--- src/logic/clock_gate_consts.svh ---
// Offsets, field positions and reset values of the module clock-gate bank.
`ifndef CLOCK_GATE_CONSTS_SVH
`define CLOCK_GATE_CONSTS_SVH
`define ANALOG_BLOCK_DISABLE_OFS    16'hF240
`define COMPARATOR_DISABLE_OFS      16'hF250
`define CAPTURE_COMPARE_DISABLE_OFS 16'hF260
`define TIMER_DISABLE_OFS           16'hF270
`define SERIAL_PORT_DISABLE_OFS     16'hF280
`define MISC_MODULE_DISABLE_OFS     16'hF290
`define CONFIG_CONTROL_REG_OFS      16'hF200
`define ALIAS_CLR_OFS               4'h4
`define ALIAS_SET_OFS               4'h8
`define ALIAS_INV_OFS               4'hC
`define LOCK_BIT_POS                12
`define ONE_WAY_BIT_POS             28
`define DISABLE_RESET               32'h00000000
`define ANALOG_BLOCK_MASK           32'h00001101
`define COMPARATOR_MASK             32'h00000007
`define CAPTURE_COMPARE_MASK        32'h001F001F
`define TIMER_MASK                  32'h0000001F
`define SERIAL_PORT_MASK            32'h01030303
`define MISC_MODULE_MASK            32'h00010003
`define UNMAPPED_READ               32'h00000000
`endif

--- src/logic/clock_gate_pkg.sv ---
// Types shared by the module clock-gate bank.
package clock_gate_pkg;
  typedef enum logic [1:0] {
    ALIAS_WRITE,
    ALIAS_CLR,
    ALIAS_SET,
    ALIAS_INV
  } alias_op_t;
endpackage : clock_gate_pkg

--- src/logic/disable_reg.sv ---
// One module disable register with write, clear, set and invert aliases.
`timescale 1ns/1ps
`default_nettype none
`include "clock_gate_consts.svh"
module disable_reg
  import clock_gate_pkg::*;
#(
  parameter logic [31:0] IMPL_MASK = 32'hFFFFFFFF
) (
  input  wire logic        clk,      // Bus clock.
  input  wire logic        rst,      // Synchronous reset, active high.
  input  wire logic        wr_en,    // Accepted write to this register.
  input  wire alias_op_t   op,       // Which alias was written.
  input  wire logic [31:0] wdata,    // Write data.
  output logic      [31:0] value_ff  // Stored disable bits.
);
  logic [31:0] nxt_value;

  always_comb begin
    unique case (op)
      ALIAS_WRITE: nxt_value = wdata;
      ALIAS_CLR:   nxt_value = value_ff & ~wdata;
      ALIAS_SET:   nxt_value = value_ff | wdata;
      ALIAS_INV:   nxt_value = value_ff ^ wdata;
    endcase
  end

  always_ff @(posedge clk) begin
    if (rst) begin
      value_ff <= `DISABLE_RESET;
    end else if (wr_en) begin
      value_ff <= nxt_value & IMPL_MASK;
    end
  end
endmodule : disable_reg
`default_nettype wire

--- src/logic/clock_gate_bank.sv ---
// Module clock-gate bank: six disable registers behind an Avalon-MM slave with a write lock.
`timescale 1ns/1ps
`default_nettype none
`include "clock_gate_consts.svh"
// How it works
// - With the one-way configuration bit programmed, the lock bit cannot be cleared once set.
// - While the lock bit is set, writes to the disable registers and pin-select lock leave them unchanged.
// - Only a device reset clears a lock bit held by the one-way setting.
// - Each disable register has clear, set and invert aliases at offsets 0x4, 0x8 and 0xC.
// - Unimplemented bits read zero and every register resets to zero.
// - A disable bit of one stops that module's clock, zero enables it.
// - The lock bit at position 12 of the control register blocks disable-register writes.
// - A disabled module's own registers ignore writes and return meaningless reads.
module clock_gate_bank
  import clock_gate_pkg::*;
(
  input  wire logic         clk,                   // 100 MHz bus clock.
  input  wire logic         rst,                   // Synchronous device reset, active high.
  input  wire logic         config_word_three_in,  // One-way config bit from fused word three.
  input  wire logic [15:0]  address,               // Avalon byte address.
  input  wire logic         read,                  // Avalon read.
  input  wire logic         write,                 // Avalon write.
  input  wire logic [31:0]  writedata,             // Avalon write data.
  input  wire logic [3:0]   byteenable,            // Avalon byte enables.
  output logic      [31:0]  readdata,              // Avalon read data.
  output logic              waitrequest,           // Avalon wait request.
  output logic      [191:0] module_clock_stop_bit, // Clock stop per module, six words.
  output logic              disable_bank_write_lock // Lock state, also gates pin select.
);
  localparam int NREG = 6;
  localparam logic [31:0] MASKS [NREG] = '{`ANALOG_BLOCK_MASK, `COMPARATOR_MASK,
    `CAPTURE_COMPARE_MASK, `TIMER_MASK, `SERIAL_PORT_MASK, `MISC_MODULE_MASK};
  localparam logic [15:0] BASES [NREG] = '{`ANALOG_BLOCK_DISABLE_OFS, `COMPARATOR_DISABLE_OFS,
    `CAPTURE_COMPARE_DISABLE_OFS, `TIMER_DISABLE_OFS, `SERIAL_PORT_DISABLE_OFS,
    `MISC_MODULE_DISABLE_OFS};

  logic        one_way_meta_ff;
  logic        single_session_lock_cfg_ff;
  logic        lock_ff;
  logic        was_locked_ff;
  logic        busy_ff;
  logic [31:0] regs [NREG];
  logic [31:0] bemask;
  logic        req;
  logic        take;
  logic        wr_done;
  logic        lock_hold;
  alias_op_t   op_sel;

  // Expands byte enables into a bit mask.
  function automatic logic [31:0] lane_mask(input logic [3:0] be);
    lane_mask = {{8{be[3]}}, {8{be[2]}}, {8{be[1]}}, {8{be[0]}}};
  endfunction : lane_mask

  // Maps the low nibble of an address onto the alias it selects.
  function automatic alias_op_t alias_of(input logic [3:0] lo);
    unique case (lo)
      `ALIAS_CLR_OFS: alias_of = ALIAS_CLR;
      `ALIAS_SET_OFS: alias_of = ALIAS_SET;
      `ALIAS_INV_OFS: alias_of = ALIAS_INV;
      default:        alias_of = ALIAS_WRITE;
    endcase
  endfunction : alias_of

  // True when a word-aligned address falls in the 16-byte window of one disable register.
  function automatic logic in_window(input logic [15:0] a, input logic [15:0] base);
    in_window = (a[15:4] == base[15:4]) && (a[1:0] == 2'b00);
  endfunction : in_window

  // Plain writes keep the bytes of disabled lanes; aliases act on enabled lanes only.
  function automatic logic [31:0] lane_data(input alias_op_t op, input logic [31:0] d,
                                            input logic [31:0] old, input logic [31:0] m);
    if (op == ALIAS_WRITE) begin
      lane_data = (d & m) | (old & ~m);
    end else begin
      lane_data = d & m;
    end
  endfunction : lane_data

  // Readback word of the control register: only the lock bit is implemented.
  function automatic logic [31:0] ctrl_word(input logic lock);
    ctrl_word                = `UNMAPPED_READ;
    ctrl_word[`LOCK_BIT_POS] = lock;
  endfunction : ctrl_word

  assign bemask  = lane_mask(byteenable);
  assign req     = (read | write) & waitrequest;
  // A strobe still held in the ack cycle is not taken again, since req needs waitrequest high there.
  assign take    = req && !busy_ff;
  // Writes land at the edge where the master samples waitrequest low, never earlier.
  assign wr_done = write && !waitrequest;
  assign op_sel  = alias_of(address[3:0]);

  // Fuse strap is a level from outside this domain; two flops before use.
  always_ff @(posedge clk) begin
    if (rst) begin
      one_way_meta_ff            <= 1'b0;
      single_session_lock_cfg_ff <= 1'b0;
    end else begin
      one_way_meta_ff            <= config_word_three_in;
      single_session_lock_cfg_ff <= one_way_meta_ff;
    end
  end

  // One wait cycle then a one-cycle acknowledge; locked writes are acked just the same.
  always_ff @(posedge clk) begin
    if (rst) begin
      busy_ff     <= 1'b0;
      waitrequest <= 1'b1;
    end else if (take) begin
      busy_ff     <= 1'b1;
      waitrequest <= 1'b0;
    end else begin
      busy_ff     <= 1'b0;
      waitrequest <= 1'b1;
    end
  end

  logic cfg_sel;
  logic cfg_wr;
  logic nxt_lock;
  assign cfg_sel = (address == `CONFIG_CONTROL_REG_OFS);
  assign cfg_wr    = wr_done && cfg_sel && byteenable[1];
  // Once the lock has ever been set it can no longer be cleared while the synchronized one-way strap is high.
  assign lock_hold = single_session_lock_cfg_ff && was_locked_ff;

  always_comb begin
    nxt_lock = lock_ff;
    if (cfg_wr) begin
      nxt_lock = writedata[`LOCK_BIT_POS];
      if (lock_hold) begin
        nxt_lock = 1'b1;
      end
    end
  end

  // The one-way history falls only under device reset; the lock also falls on a control write of zero while not held.
  always_ff @(posedge clk) begin
    if (rst) begin
      lock_ff       <= 1'b0;
      was_locked_ff <= 1'b0;
    end else begin
      lock_ff       <= nxt_lock;
      was_locked_ff <= was_locked_ff | nxt_lock;
    end
  end

  genvar g;
  generate
    for (g = 0; g < NREG; g++) begin : g_reg
      logic hit;
      logic wr;
      logic [31:0] wd;
      assign hit = in_window(address, BASES[g]);
      // A locked write is swallowed here and still acknowledged.
      assign wr  = wr_done && hit && !lock_ff;
      assign wd  = lane_data(op_sel, writedata, regs[g], bemask);
      disable_reg #(
        .IMPL_MASK(MASKS[g])
      ) u_reg (
        .clk      (clk),
        .rst      (rst),
        .wr_en    (wr),
        .op       (op_sel),
        .wdata    (wd),
        .value_ff (regs[g])
      );
    end
  endgenerate

  // The stop bus carries exactly one word per disable register.
  if ($bits(module_clock_stop_bit) != NREG * 32) begin : g_width_check
    $error("stop bus width does not match the register count");
  end

  // The lock field must lie inside one bus word.
  if (`LOCK_BIT_POS > 31) begin : g_lock_pos_check
    $error("lock bit position lies outside the bus word");
  end

  logic [31:0] nxt_rdata;
  always_comb begin
    nxt_rdata = `UNMAPPED_READ;
    for (int i = 0; i < NREG; i++) begin
      if (address == BASES[i]) begin
        nxt_rdata = regs[i];
      end
    end
    if (cfg_sel) begin
      nxt_rdata = ctrl_word(lock_ff);
    end
  end

  // Read data is caught when the request is taken and stands through the answer cycle.
  always_ff @(posedge clk) begin
    if (rst) begin
      readdata <= `UNMAPPED_READ;
    end else if (read && take) begin
      readdata <= nxt_rdata;
    end
  end

  // Each high bit stops that module's clock and its registers with it.
  logic [191:0] nxt_stop_bits;
  assign nxt_stop_bits = {regs[5], regs[4], regs[3], regs[2], regs[1], regs[0]};
  always_ff @(posedge clk) begin
    if (rst) begin
      module_clock_stop_bit <= '0;
    end else begin
      module_clock_stop_bit <= nxt_stop_bits;
    end
  end

  // The pin select logic watches this registered copy of lock_ff, so it freezes one cycle after the bank.
  always_ff @(posedge clk) begin
    if (rst) begin
      disable_bank_write_lock <= 1'b0;
    end else begin
      disable_bank_write_lock <= lock_ff;
    end
  end
endmodule : clock_gate_bank
`default_nettype wire

--- config.mk ---
export PLATFORM = sky130hd
export DESIGN_NAME = clock_gate_bank
export DESIGN_NICKNAME = d
export VERILOG_FILES = /design/src/logic/clock_gate_pkg.sv /design/src/logic/disable_reg.sv /design/src/logic/clock_gate_bank.sv
export VERILOG_INCLUDE_DIRS = /design/src /design/src/logic
export SDC_FILE = /design/constraint.sdc
export NUM_CORES = 1
export LEC_CHECK = 0
export BUFFER_PORTS_ARGS = -buffer_cell sky130_fd_sc_hd__buf_2
export CELL_PAD_IN_SITES_DETAIL_PLACEMENT = 2
export CELL_PAD_IN_SITES_GLOBAL_PLACEMENT = 2
export CORE_ASPECT_RATIO = 0.75
export CORE_MARGIN = 5
export CORE_UTILIZATION = 32
export CTS_BUF_LIST = sky130_fd_sc_hd__clkbuf_8
export DETAILED_ROUTE_END_ITERATION = 7
export MAX_ROUTING_LAYER = met4
export PLACE_DENSITY = 0.87
export SETUP_SLACK_MARGIN = 0.05
export SLEW_MARGIN = 15
export SYNTH_ARGS = -nofsm -noshare
export SYNTH_HDL_FRONTEND = slang
export SYNTH_HIERARCHICAL = 1
export SYNTH_SLANG_ARGS = --single-unit
--- constraint.sdc ---
create_clock -name clk -period 2.47 [get_ports clk]
set_clock_uncertainty 0.05 [all_clocks]
set_input_delay 0.494 -clock clk [delete_from_list [all_inputs] [get_ports clk]]
set_output_delay 0.494 -clock clk [all_outputs]
set_load 0.01 [all_outputs]
[Word-level counts from Yosys, hierarchy flattened]
Cells that the tools add are included.
Storage, ports and cells
  bits in registers: 101
  bits of input ports: 57
  output and inout bits: 226
  word-level logic and storage cells: 128
Operators by class
  equal/unequal tests: 19
  muxes and demuxes: 24
  bitwise logic cells: 41
  reduce and logical (&&, ||, !) cells: 29
Operator list (count)
  $mux 32: 6
  $eq 16x16->1 const B: 7
  $pmux 25 s4: 1
  $pmux 21 s4: 1
  $and 25x25->25: 3
  $eq 12x12->1 const B: 6
  $pmux 17 s4: 1
  $pmux 13 s4: 1
  $not 25->25: 2
  $or 25x25->25: 2
  $and 21x21->21: 2
  $or 21x21->21: 2
  $and 17x17->17: 2
  $or 17x17->17: 2
  $and 13x13->13: 2
  $mux 13: 2
  $or 13x13->13: 2
  $mux 25: 1
  $xor 25x25->25: 1
  $logic_and 1x1->1: 24
  $mux 21: 1
  $not 21->21: 1
  $xor 21x21->21: 1
  $pmux 5 s4: 1
  26 further kinds: 39

[Logic depth before layout (Yosys ltp)]
Gate-level depths: netlist (run 1).
  depth after elaboration: 8
  depth in mapped cells: 11
  gate-level depth less buffers: 9

[Cells and area by module]
The synthesis (run 1) kept the hierarchy.
Modules (own cells, without submodules)
  clock_gate_bank: instances 1, cells an instance 1075, area an instance 10457.5 um^2, sequential area each 4624.4 um^2
  disable_reg (g_reg[2].u_reg): instances 1, cells an instance 134, area an instance 1088.5 um^2, sequential area each 200.2 um^2
  disable_reg (g_reg[0].u_reg ...): instances 2, cells an instance 64, area an instance 534.3 um^2, sequential area each 60.1 um^2
  disable_reg (g_reg[4].u_reg): instances 1, cells an instance 104, area an instance 912.1 um^2, sequential area each 140.1 um^2
  disable_reg (g_reg[3].u_reg): instances 1, cells an instance 87, area an instance 734.5 um^2, sequential area each 100.1 um^2
  disable_reg (g_reg[1].u_reg): instances 1, cells an instance 66, area an instance 541.8 um^2, sequential area each 60.1 um^2

[Least setup slack after synthesis (run 1)]
No wires, ideal clock.
  path kind: input to register
  start point: in address[3]
  end point: reg g_reg[3].u_reg.value_ff[2]
  setup time: 122 ps
  arrival time: 2371 ps
  required time: 2298 ps
  path slack: -73 ps
  stages: 11
  buffers on the path: 2
  path through: nor2_1 nor3_1 nor2_1 clkbuf_1 buf_1 a21o_1 inv_1 ha_1 mux2i_1 nor3_1 a311o_1
Between the ends
  longest elaborated chain between the ends: 7
  elaborated cells on any way between the ends: 14
  classes of those cells: 6 x eq/ne; 3 x mux; 4 x bitwise; 1 x reduce/logical
Ends and longest elaborated chain
  start, declared: RTL line clock_gate_bank.sv:20  | input wire logic [15:0] address,
  $eq 4x4->1 / $eq 4x3->1 (equally long branches): RTL line clock_gate_bank.sv:57  | unique case (lo)
  $pmux 2 s3 *: RTL line clock_gate_bank.sv:57
  $logic_not 2->1 *: RTL line clock_gate_bank.sv:73  | if (op == ALIAS_WRITE) begin
  $mux 5 *: RTL line clock_gate_bank.sv:73
  named net g_reg[3].wd[2]: RTL line clock_gate_bank.sv:153  | logic [31:0] wd;
  $not 5->5: RTL line disable_reg.sv:22  | ALIAS_CLR: nxt_value = value_ff & ~wdata;
  $and 5x5->5: RTL line disable_reg.sv:22
  $pmux 5 s4 *: RTL line disable_reg.sv:20  | unique case (op)
  end signal, assigned: RTL line disable_reg.sv:30  | value_ff <= `DISABLE_RESET;
  end signal, assigned: RTL line disable_reg.sv:32  | value_ff <= nxt_value & IMPL_MASK;
  end, declared: RTL line disable_reg.sv:15  | output logic [31:0] value_ff
The timed path passes the listed nets; every way through them passes the cells marked *.
A chain may end at the register's enable or synchronous reset.

[Worst setup path after layout (run 1)]
  start point: in address[11]
  end point: reg g_reg[1].u_reg.value_ff[1]
Between the ends
  longest elaborated chain between the ends: 4
Ends and longest elaborated chain
  $eq 12x12->1: RTL line clock_gate_bank.sv:67  | in_window = (a[15:4] == base[15:4]) && (a[1:0] == 2'b00);
  $logic_and 1x1->1: RTL line clock_gate_bank.sv:67
  $logic_and 1x1->1 (2 in a row): RTL line clock_gate_bank.sv:156  | assign wr = wr_done && hit && !lock_ff;
  named net g_reg[1].wr: RTL line clock_gate_bank.sv:152  | logic wr;
  end signal, assigned: RTL line disable_reg.sv:30
  end signal, assigned: RTL line disable_reg.sv:32
  end, declared: RTL line disable_reg.sv:15
The timed path passes the listed nets, and every way through them passes these cells.

==> results.py, run 1 <==
metrics = {
    "status": {
        "outcome": "complete, no violations",
    },
    "die": {
        "core_region_area_um2": 41100,
        "start_util_pct": 32.6,
        "die_width_um": 246,
        "io_pins": 283,
        "std_cell_rows": 64,
        "die-area_um2": 46000,
        "die_h_um": 187,
    },
    "routing": {
        "first_pass_iters": 4,
        "drt_iter0_markers": 419,
        "vias": 10500,
        "via_per_inst": 4.65,
        "antenna_left": 0,
        "routedWlPerCell_um": 21.2,
        "routed_wl_um": 47900,
        "drc_errors": 0,
    },
    "clocking": {
        "cts_tree": "yes",
        "cts.sinks": 262,
        "cts_root_buffer": "clkbuf_8",
        "path_clk_slew_ps": 60,
        "postCtsSetupRepairBufs": 0,
        "clockBufferDepth": 3,
        "ctsHoldBuffers": 0,
        "htreeDepth": 2,
        "cts_resized": 0,
        "clkLatencyLatePin_ps": 590,
        "numCtsBuffers": 46,
    },
    "finish": {
        "area_delta_synth_final_pct": 19.2,
        "fillers": 4602,
        "drive_above_1_share_pct": 28.7,
        "layout.nets": 1781,
        "final_cell_mix": "263 x buf_2, 262 x dfxtp_1, 205 x nor2b_1",
        "design_area_um2": 16000,
        "layout_commonest_cell": "buf_2",
    },
    "timing": {
        "setup_viol": 0,
        "period_share_pct": 85.0,
        "period_needed_ps": 2100,
        "hold_viol_final": 0,
        "slew_headroom_pct": 57.2,
        "fin_setup_tns_ps": 0,
        "drv_slew": 0,
        "fmax_mhz": 476,
        "rsz0062_at_grt": "false",
        "max_slew.worst_pin.slew_ps": 637,
    },
    "global_routing": {
        "grt_pass1_wl_um": 73100,
        "grt_max_degree": 51,
        "antenna_found_initial": 2,
        "grt_pass1_vias": 12000,
        "grt_usage_pct": 20.9,
        "grt_overflow": 0,
    },
    "synth": {
        "syn_inst": 1387,
        "avgSynthCellArea_um2": 9.64,
        "synth_area_um2": 13400,
        "yosys_warnings": 6,
    },
    "setup_path": {
        "cp_max_fo": 4,
        "crit_path_end_kind": "flip-flop",
        "cp.arrival_ps": 2510,
        "r2r_slack_ps": 370,
        "path_class": "in2reg",
        "ff2ff_path_depth": 7,
        "worst_r2r_endpoint": "g_reg[4].u_reg/value_ff[0]$_SDFFE_PP0P_",
        "startpoint_type": "input port",
        "required_ps": 2880,
        "r2r_start": "waitrequest$_SDFF_PP1_",
    },
    "worst_hold_path": {
        "min_path_type": "in2reg",
        "min_from": "config_word_three_in",
        "hold_end": "one_way_meta_ff$_SDFF_PP0_",
        "hold_depth": 2,
    },
    "power": {
        "worst_ir_drop_vdd_mv": 0.367,
        "p_per_area_nw_per_um2": 613,
        "leakage_nw": 7.26,
    },
    "placement": {
        "io_buffers": 264,
        "hpwl_um": 34400,
        "placed_area_um2": 15000,
        "gp_routability_congestion": 0.789,
    },
    "flow_run": {
        "drv_cap": 0,
    },
}
[registers in the layout (all words and copies together), names as in the netlist]
| signal | flops |
|---|---|
| busy_ff | 1 |
| disable_bank_write_lock | 1 |
| g.u_reg/value_ff | 31 |
| lock_ff | 1 |
| module_clock_stop_bit | 192 |
| one_way_meta_ff | 1 |
| readdata | 32 |
| single_session_lock_cfg_ff | 1 |
| waitrequest | 1 |
| was_locked_ff | 1 |
[metal layers]
metal / routed length [um] / GRT usage [%] / vias to the layer above
li1: - / - / 4946
met1: 19600 / 24.1 / 5240
met2: 23100 / 35.5 / 250
met3: 4050 / 6.66 / 72
met4: 1110 / 4.87 / 0
met5: 0 / - / -
[area by class of cell]
type | count | area [um2] | area share (%)
repair buffers | 337 | 2020 | 12.6
multi-input cells | 947 | 6770 | 42.4
inverters | 68 | 255 | 1.60
diodes | 2 | 5.00 | 0.0314
clock buffers | 58 | 798 | 5.00
clock inverters | 23 | 163 | 1.02
flip-flops and latches | 262 | 5250 | 32.9
well taps | 561 | 702 | 4.40
[how the worst max path moves through the flow]
stage / start / endpoint / slack, ps / depth (start not counted)
after floorplan: address[3] / g_reg[3].u_reg/value_ff[2]$_SDFFE_PP0P_ / 200 / 11
after global placement: address[11] / g_reg[1].u_reg/value_ff[1]$_SDFFE_PP0P_ / -110 / 10
after detailed placement: address[2] / g_reg[4].u_reg/value_ff[0]$_SDFFE_PP0P_ / -190 / 12
after CTS: waitrequest$_SDFF_PP1_ / g_reg[1].u_reg/value_ff[1]$_SDFFE_PP0P_ / 370 / 7
after global routing: waitrequest$_SDFF_PP1_ / g_reg[4].u_reg/value_ff[0]$_SDFFE_PP0P_ / 260 / 7
final: address[11] / g_reg[1].u_reg/value_ff[1]$_SDFFE_PP0P_ / 370 / 10
[worst max-delay path, stage by stage]
cell       delay [ps]
buf_2             100
nor4bb_1          380
buf_4             200
and3_1            230
nand4_1           170
nor3b_1           250
buf_4             160
nand2_1           110
a211oi_1          310
a2111oi_2          90
[per-stage QoR]
stage	cells	hold slack, ps	total power [mW]	worst slack (ps)	utilization, %
floorplan	1542	364	5.30	199	-
global placement	2175	382	5.49	-113	36.5
detailed placement	2175	397	5.53	-195	36.5
CTS	2256	69.5	9.92	366	38.8
global route	2258	98.1	10.3	264	38.8
finish	2258	128	9.78	370	38.8
[where the power goes]
group / total (mW) / switching, mW / internal, mW / leakage [nW]
registers: 4.42 / 0.0444 / 4.37 / 2.16
logic: 1.08 / 0.691 / 0.390 / 4.58
clock network: 4.29 / 1.96 / 2.33 / 0.533
total: 9.78 / 2.69 / 7.09 / 7.26
Note: power is estimated with default switching activity, not from simulation.
==> run 2: changes to the inputs <==
--- a/config.mk
+++ b/config.mk
@@ -10,7 +10,6 @@
 export CELL_PAD_IN_SITES_DETAIL_PLACEMENT = 2
 export CELL_PAD_IN_SITES_GLOBAL_PLACEMENT = 2
 export CORE_ASPECT_RATIO = 0.75
-export CORE_MARGIN = 5
 export CORE_UTILIZATION = 32
 export CTS_BUF_LIST = sky130_fd_sc_hd__clkbuf_8
 export DETAILED_ROUTE_END_ITERATION = 7
==> results.py, run 2 (same netlist as run 1, synthesis figures left out) <==
metrics = {
    "global_routing": {
        "grt_pass1_wl_um": 71000,
        "antenna_found_initial": 1,
        "grt_usage_pct": 22.5,
        "grt_overflow": 0,
        "grt_max_degree": 65,
        "grt_pass1_vias": 11900,
    },
    "clocking": {
        "cts.sinks": 262,
        "clockBufferDepth": 3,
        "postCtsSetupRepairBufs": 0,
        "clkLatencyLatePin_ps": 590,
        "cts_tree": "yes",
        "htreeDepth": 2,
        "cts_root_buffer": "clkbuf_8",
        "numCtsBuffers": 48,
        "path_clk_slew_ps": 60,
    },
    "power": {
        "leakage_nw": 7.26,
        "worst_ir_drop_vdd_mv": 0.366,
        "p_per_area_nw_per_um2": 608,
    },
    "routing": {
        "drt_iter0_markers": 384,
        "first_pass_iters": 4,
        "routedWlPerCell_um": 20.8,
        "routed_wl_um": 46900,
        "vias": 10600,
        "antenna_left": 0,
        "drc_errors": 0,
        "via_per_inst": 4.72,
    },
    "setup_path": {
        "startpoint_type": "input port",
        "cp_max_fo": 4,
        "cpMostUsedCell": "buf_4",
        "slowest_delay_ps": 420,
        "cp.arrival_ps": 2770,
        "crit_path_end_kind": "flip-flop",
        "required_ps": 2870,
        "critPathSlowestCell": "nor4bb_1",
        "cp_cell_sequence": "buf_2 > nor4bb_1 > buf_4 > and3_1 > nand4_1 > nor3b_1 > buf_4 > nand2_1 > a211oi_1 > a2111oi_2",
        "cp_top_family": "simple AND/OR/NAND/NOR gates",
        "path_class": "in2reg",
        "path_buf_inv": 3,
    },
    "finish": {
        "regMostFlops": "module_clock_stop_bit",
        "layout_commonest_cell": "buf_2",
        "drive_above_1_share_pct": 28.5,
        "layout.nets": 1782,
        "fillers": 4593,
        "largest_reg_flops": 192,
        "top_regs": "module_clock_stop_bit x192, readdata x32, g.u_reg/value_ff x31",
        "final_cell_mix": "263 x buf_2, 262 x dfxtp_1, 205 x nor2b_1",
        "area_delta_synth_final_pct": 18.8,
    },
    "timing": {
        "hold_viol_final": 0,
        "worst_slack_ps": 91.7,
        "period_needed_ps": 2380,
        "rsz0062_at_grt": "false",
        "slew_headroom_pct": 59.2,
        "fin_setup_tns_ps": 0,
        "max_slew.worst_pin.slew_ps": 612,
        "fmax_mhz": 420,
        "drv_slew": 0,
        "period_share_pct": 96.3,
        "setup_viol": 0,
    },
    "placement": {
        "hpwl_um": 33700,
        "io_buffers": 264,
        "dp_slack_ps": -670,
        "gp_routability_congestion": 0.769,
    },
    "die": {
        "io_pins": 283,
        "core_region_area_um2": 41000,
        "die_width_um": 238,
        "die_h_um": 179,
        "start_util_pct": 32.6,
        "die-area_um2": 42600,
        "std_cell_rows": 64,
    },
    "worst_hold_path": {
        "min_path_type": "in2reg",
    },
    "flow_run": {
        "drv_cap": 0,
    },
    "status": {
        "outcome": "complete, no violations",
    },
}
-- run 2: changes by cell type in the layout (fill, tap and decap cells not counted), sizes merged --
cell,before,now
inv,78,82
diode,2,1
clkbuf,59,64
bufinv,2,0
clkinv,9,4
clkinvlp,2,0
buf,336,335
-- run 2: where the power goes --
part	internal, mW	leakage [nW]	switching (mW)
Sequential	4.37	2.16	0.0454
Clock	2.26	0.542	1.92
Combinational	0.381	4.56	0.686
-- run 2: final cells by class --
class | count | area, um2 | area share (%)
sequential | 262 | 5250 | 33.0
timing repair buffer | 336 | 1970 | 12.4
multi-input combinational | 947 | 6770 | 42.6
clock inverter | 18 | 77.6 | 0.488
clock buffer | 63 | 867 | 5.46
tap | 561 | 702 | 4.42
inverter | 68 | 255 | 1.61
antenna | 1 | 2.50 | 0.0157
-- run 2: per-stage QoR --
| step | hold WS, ps | util (%) | instance area [um2] | total power [mW] | instances |
|---|---|---|---|---|---|
| after floorplan | 364 | - | 14000 | 5.30 | 1542 |
| final | 95.4 | 38.8 | 15900 | 9.66 | 2256 |
| after CTS | 69.5 | 38.8 | 15900 | 9.77 | 2255 |
| after global routing | 92.7 | 38.8 | 15900 | 10.1 | 2256 |
| after global placement | 398 | 36.4 | 14900 | 5.46 | 2174 |
| after detailed placement | 406 | 36.4 | 14900 | 5.51 | 2174 |
-- run 2: layer usage --
layer	wire length (um)	up-vias	track usage, %
met5	0	-	-
met4	1460	0	7.40
met3	2820	87	5.54
met2	23100	261	38.9
met1	19600	5343	25.4
li1	-	4947	-
-- run 2: timing repair --
action / 4_1_cts / 5_1_grt
setup endpoints to repair: 3 / 0
gates resized for setup: 1 / 0
hold buffers: 0 / 0
-- run 2: path summary, 6_finish.rpt --
kind	start	to	slack, ps	depth (start not counted)
worst min register to register	readdata[12]$_SDFFE_PP0P_	readdata[12]$_SDFFE_PP0P_	420	2
worst max register to register	waitrequest$_SDFF_PP1_	g_reg[1].u_reg/value_ff[1]$_SDFFE_PP0P_	200	7
worst min-delay path	config_word_three_in	one_way_meta_ff$_SDFF_PP0_	100	2
worst max-delay path	address[11]	g_reg[1].u_reg/value_ff[1]$_SDFFE_PP0P_	90	10
==> run 3: changes to the inputs <==
--- a/config.mk
+++ b/config.mk
@@ -10,14 +10,14 @@
 export CELL_PAD_IN_SITES_DETAIL_PLACEMENT = 2
 export CELL_PAD_IN_SITES_GLOBAL_PLACEMENT = 2
 export CORE_ASPECT_RATIO = 0.75
-export CORE_UTILIZATION = 32
+export CORE_UTILIZATION = 24
 export CTS_BUF_LIST = sky130_fd_sc_hd__clkbuf_8
+export CTS_CLUSTER_SIZE = 25
 export DETAILED_ROUTE_END_ITERATION = 7
 export MAX_ROUTING_LAYER = met4
-export PLACE_DENSITY = 0.87
+export PLACE_DENSITY = 0.86
 export SETUP_SLACK_MARGIN = 0.05
 export SLEW_MARGIN = 15
 export SYNTH_ARGS = -nofsm -noshare
 export SYNTH_HDL_FRONTEND = slang
-export SYNTH_HIERARCHICAL = 1
 export SYNTH_SLANG_ARGS = --single-unit
==> results.py, run 3 <==
metrics = {
    "finish": {
        "top_regs": "g.u_reg.value_ff x31, module_clock_stop_bit x31, readdata x14",
        "instances_no_fill": 1281,
        "area_delta_synth_final_pct": 10.5,
        "seqCellArea_um2": 1660,
        "layout_commonest_cell": "conb_1",
        "fin_util_pct": 27.0,
        "drive_above_1_share_pct": 19.4,
        "layout.nets": 1041,
        "multiInputGateArea_um2": 3950,
        "final_cell_mix": "179 x conb_1, 85 x buf_2, 83 x dfxtp_1",
        "fillers": 3216,
    },
    "die": {
        "start_util_pct": 24.4,
        "io_pins": 283,
        "die_width_um": 193,
        "die_h_um": 146,
        "core_region_area_um2": 27000,
        "die-area_um2": 28200,
        "std_cell_rows": 52,
    },
    "synth": {
        "avgSynthCellArea_um2": 8.08,
        "synth-edff-count": 0,
        "yosys-top-cells-area": "dfxtp_1 25%, buf_4 21%, ha_1 12%, a21oi_1 3.9%, nor2_1 3.5%",
        "synthAdderAreaFrac_pct": 11.8,
        "synth_area_um2": 6600,
        "synth_flop_cell": "dfxtp_1",
        "ys_seq_elements": 83,
        "synthMostInstantiatedCell": "buf_4",
        "synthSimpleGateAreaFrac_pct": 15.5,
        "ys_seq_area_share_pct": 25.2,
        "async_flop_share_pct": 0,
        "synth_top_family_by_area": "buffers and inverters",
        "synthMuxAreaShare_pct": 4.06,
        "synthXorXnorAreaFrac_pct": 0,
        "synth_top_area_share_pct": 25.2,
        "synthTopCellsByCount": "185 x buf_4, 83 x dfxtp_1, 62 x ha_1",
        "syn_inst": 816,
        "synth.largest_area_cell": "dfxtp_1",
        "yosys_warnings": 0,
        "synth.distinct_cells": 62,
        "synth_compound_area_share_pct": 17.4,
    },
    "placement": {
        "io_buffers": 85,
        "hpwl_um": 17600,
        "dp_cells": 1262,
        "gp_routability_congestion": 0.776,
    },
    "power": {
        "worst_ir_drop_vdd_mv": 0.236,
        "leakage_nw": 3.36,
        "p_per_area_nw_per_um2": 413,
    },
    "global_routing": {
        "grt_pass1_vias": 6024,
        "grt_overflow": 0,
        "antenna_found_initial": 2,
        "grt_max_degree": 51,
        "grt_pass1_wl_um": 34100,
        "grt_usage_pct": 16.0,
    },
    "routing": {
        "via_per_inst": 4.50,
        "antenna_left": 0,
        "drt_iter0_markers": 303,
        "drc_errors": 8,
        "first_pass_iters": 6,
        "vias": 5759,
        "routedWlPerCell_um": 18.1,
        "routed_wl_um": 23200,
    },
    "clocking": {
        "cts_resized": 0,
        "path_clk_slew_ps": 90,
        "clockBufferDepth": 2,
        "cts_tree": "yes",
        "htreeDepth": 3,
        "cts_root_buffer": "clkbuf_8",
        "ctsHoldBuffers": 0,
        "cts.sinks": 83,
        "postCtsSetupRepairBufs": 0,
        "clkLatencyLatePin_ps": 390,
        "numCtsBuffers": 9,
    },
    "status": {
        "outcome": "finished with violations",
        "violations": "DRC",
    },
    "setup_path": {
        "path_class": "in2reg",
        "crit_path_end_kind": "flip-flop",
        "startpoint_type": "input port",
        "cp_cell_sequence": "buf_2 > nor2_2 > nor3_4 > nor2_1 > buf_4 > a21oi_1 > ha_1 > a211oi_2 > a311oi_1 > o21ai_0 > nand2_1",
        "slowest_delay_ps": 450,
        "cp_max_fo": 7,
        "cp.arrival_ps": 2680,
        "critPathSlowestCell": "nor3_4",
        "ff2ff_path_depth": 4,
        "required_ps": 2700,
    },
    "timing": {
        "hold_viol_final": 0,
        "period_share_pct": 99.1,
        "period_needed_ps": 2450,
        "fin_setup_tns_ps": 0,
        "drv_slew": 0,
        "setup_viol": 0,
        "max_slew.worst_pin.slew_ps": 833,
        "fmax_mhz": 408,
        "slew_headroom_pct": 44.4,
        "rsz0062_at_grt": "true",
    },
    "worst_hold_path": {
        "hold_depth": 2,
        "min_path_type": "in2reg",
    },
    "flow_run": {
        "drv_cap": 0,
    },
}
[run 3: area by class of cell]
cell class | instances | share of cell area (%)
Tap cell | 351 | 6.02
Inverter | 45 | 2.32
Timing Repair Buffer | 138 | 11.8
Antenna cell | 3 | 0.103
Clock inverter | 7 | 1.06
Clock buffer | 9 | 1.70
Sequential cell | 83 | 22.8
Multi-Input combinational cell | 645 | 54.2
[run 3: cell families (layout without fill, tap and decap cells)]
| logic type | after synthesis | count (layout) |
|---|---|---|
| AOI/OAI and AO/OA | 180 | 180 |
| adders and majority gates | 62 | 62 |
| buffers and inverters | 266 | 199 |
| DFF | 83 | 83 |
| muxes | 25 | 25 |
| other | 1 | 182 |
| and+or+nand+nor | 199 | 199 |
[run 3: critical path: cells and delay by family]
kind | cells | cell delay [ps]
AO/OA/AOI/OAI | 4 | 810
AND/OR/NAND/NOR | 4 | 780
buffers and inverters | 2 | 310
adder cells (fa/ha/maj) | 1 | 290
[run 3: layer usage]
| layer | vias up | GRT usage, % | wire length (um) |
|---|---|---|---|
| li1 | 2656 | - | - |
| met1 | 2913 | 19.2 | 9900 |
| met2 | 157 | 27.2 | 11500 |
| met3 | 33 | 3.22 | 1260 |
| met4 | 0 | 4.76 | 458 |
| met5 | - | - | 0 |
[run 3: power breakdown]
| group | internal (mW) | leakage [nW] | total, mW | switching [mW] |
|---|---|---|---|---|
| clock | 0.475 | 0.0998 | 1.06 | 0.586 |
| combinational | 0.180 | 2.59 | 0.603 | 0.423 |
| sequential | 1.34 | 0.669 | 1.34 | 0.00312 |
| total | 2.00 | 3.36 | 3.01 | 1.01 |
[run 3: final timing paths]
kind | startpoint | end | slack, ps
worst max-delay path | address[3] | g_reg[2].u_reg.value_ff[16]$_SDFFE_PP0P_ | 20
worst min register to register | one_way_meta_ff$_SDFF_PP0_ | single_session_lock_cfg_ff$_SDFF_PP0_ | 410
worst min-delay path | config_word_three_in | one_way_meta_ff$_SDFF_PP0_ | 280
worst max register to register | waitrequest$_SDFF_PP1_ | readdata[9]$_SDFFE_PP0P_ | 500
[run 3: per-stage QoR]
step / power, mW / hold slack, ps / instance area (um2) / worst slack [ps]
after floorplan: 1.96 / 364 / 7290 / 93.2
after global placement: 1.91 / 381 / 7040 / -63.8
after detailed placement: 1.95 / 399 / 7040 / -278
after CTS: 3.01 / 266 / 7240 / 90.4
after global routing: 3.12 / 308 / 7290 / -63.9
final: 3.01 / 281 / 7290 / 21.6
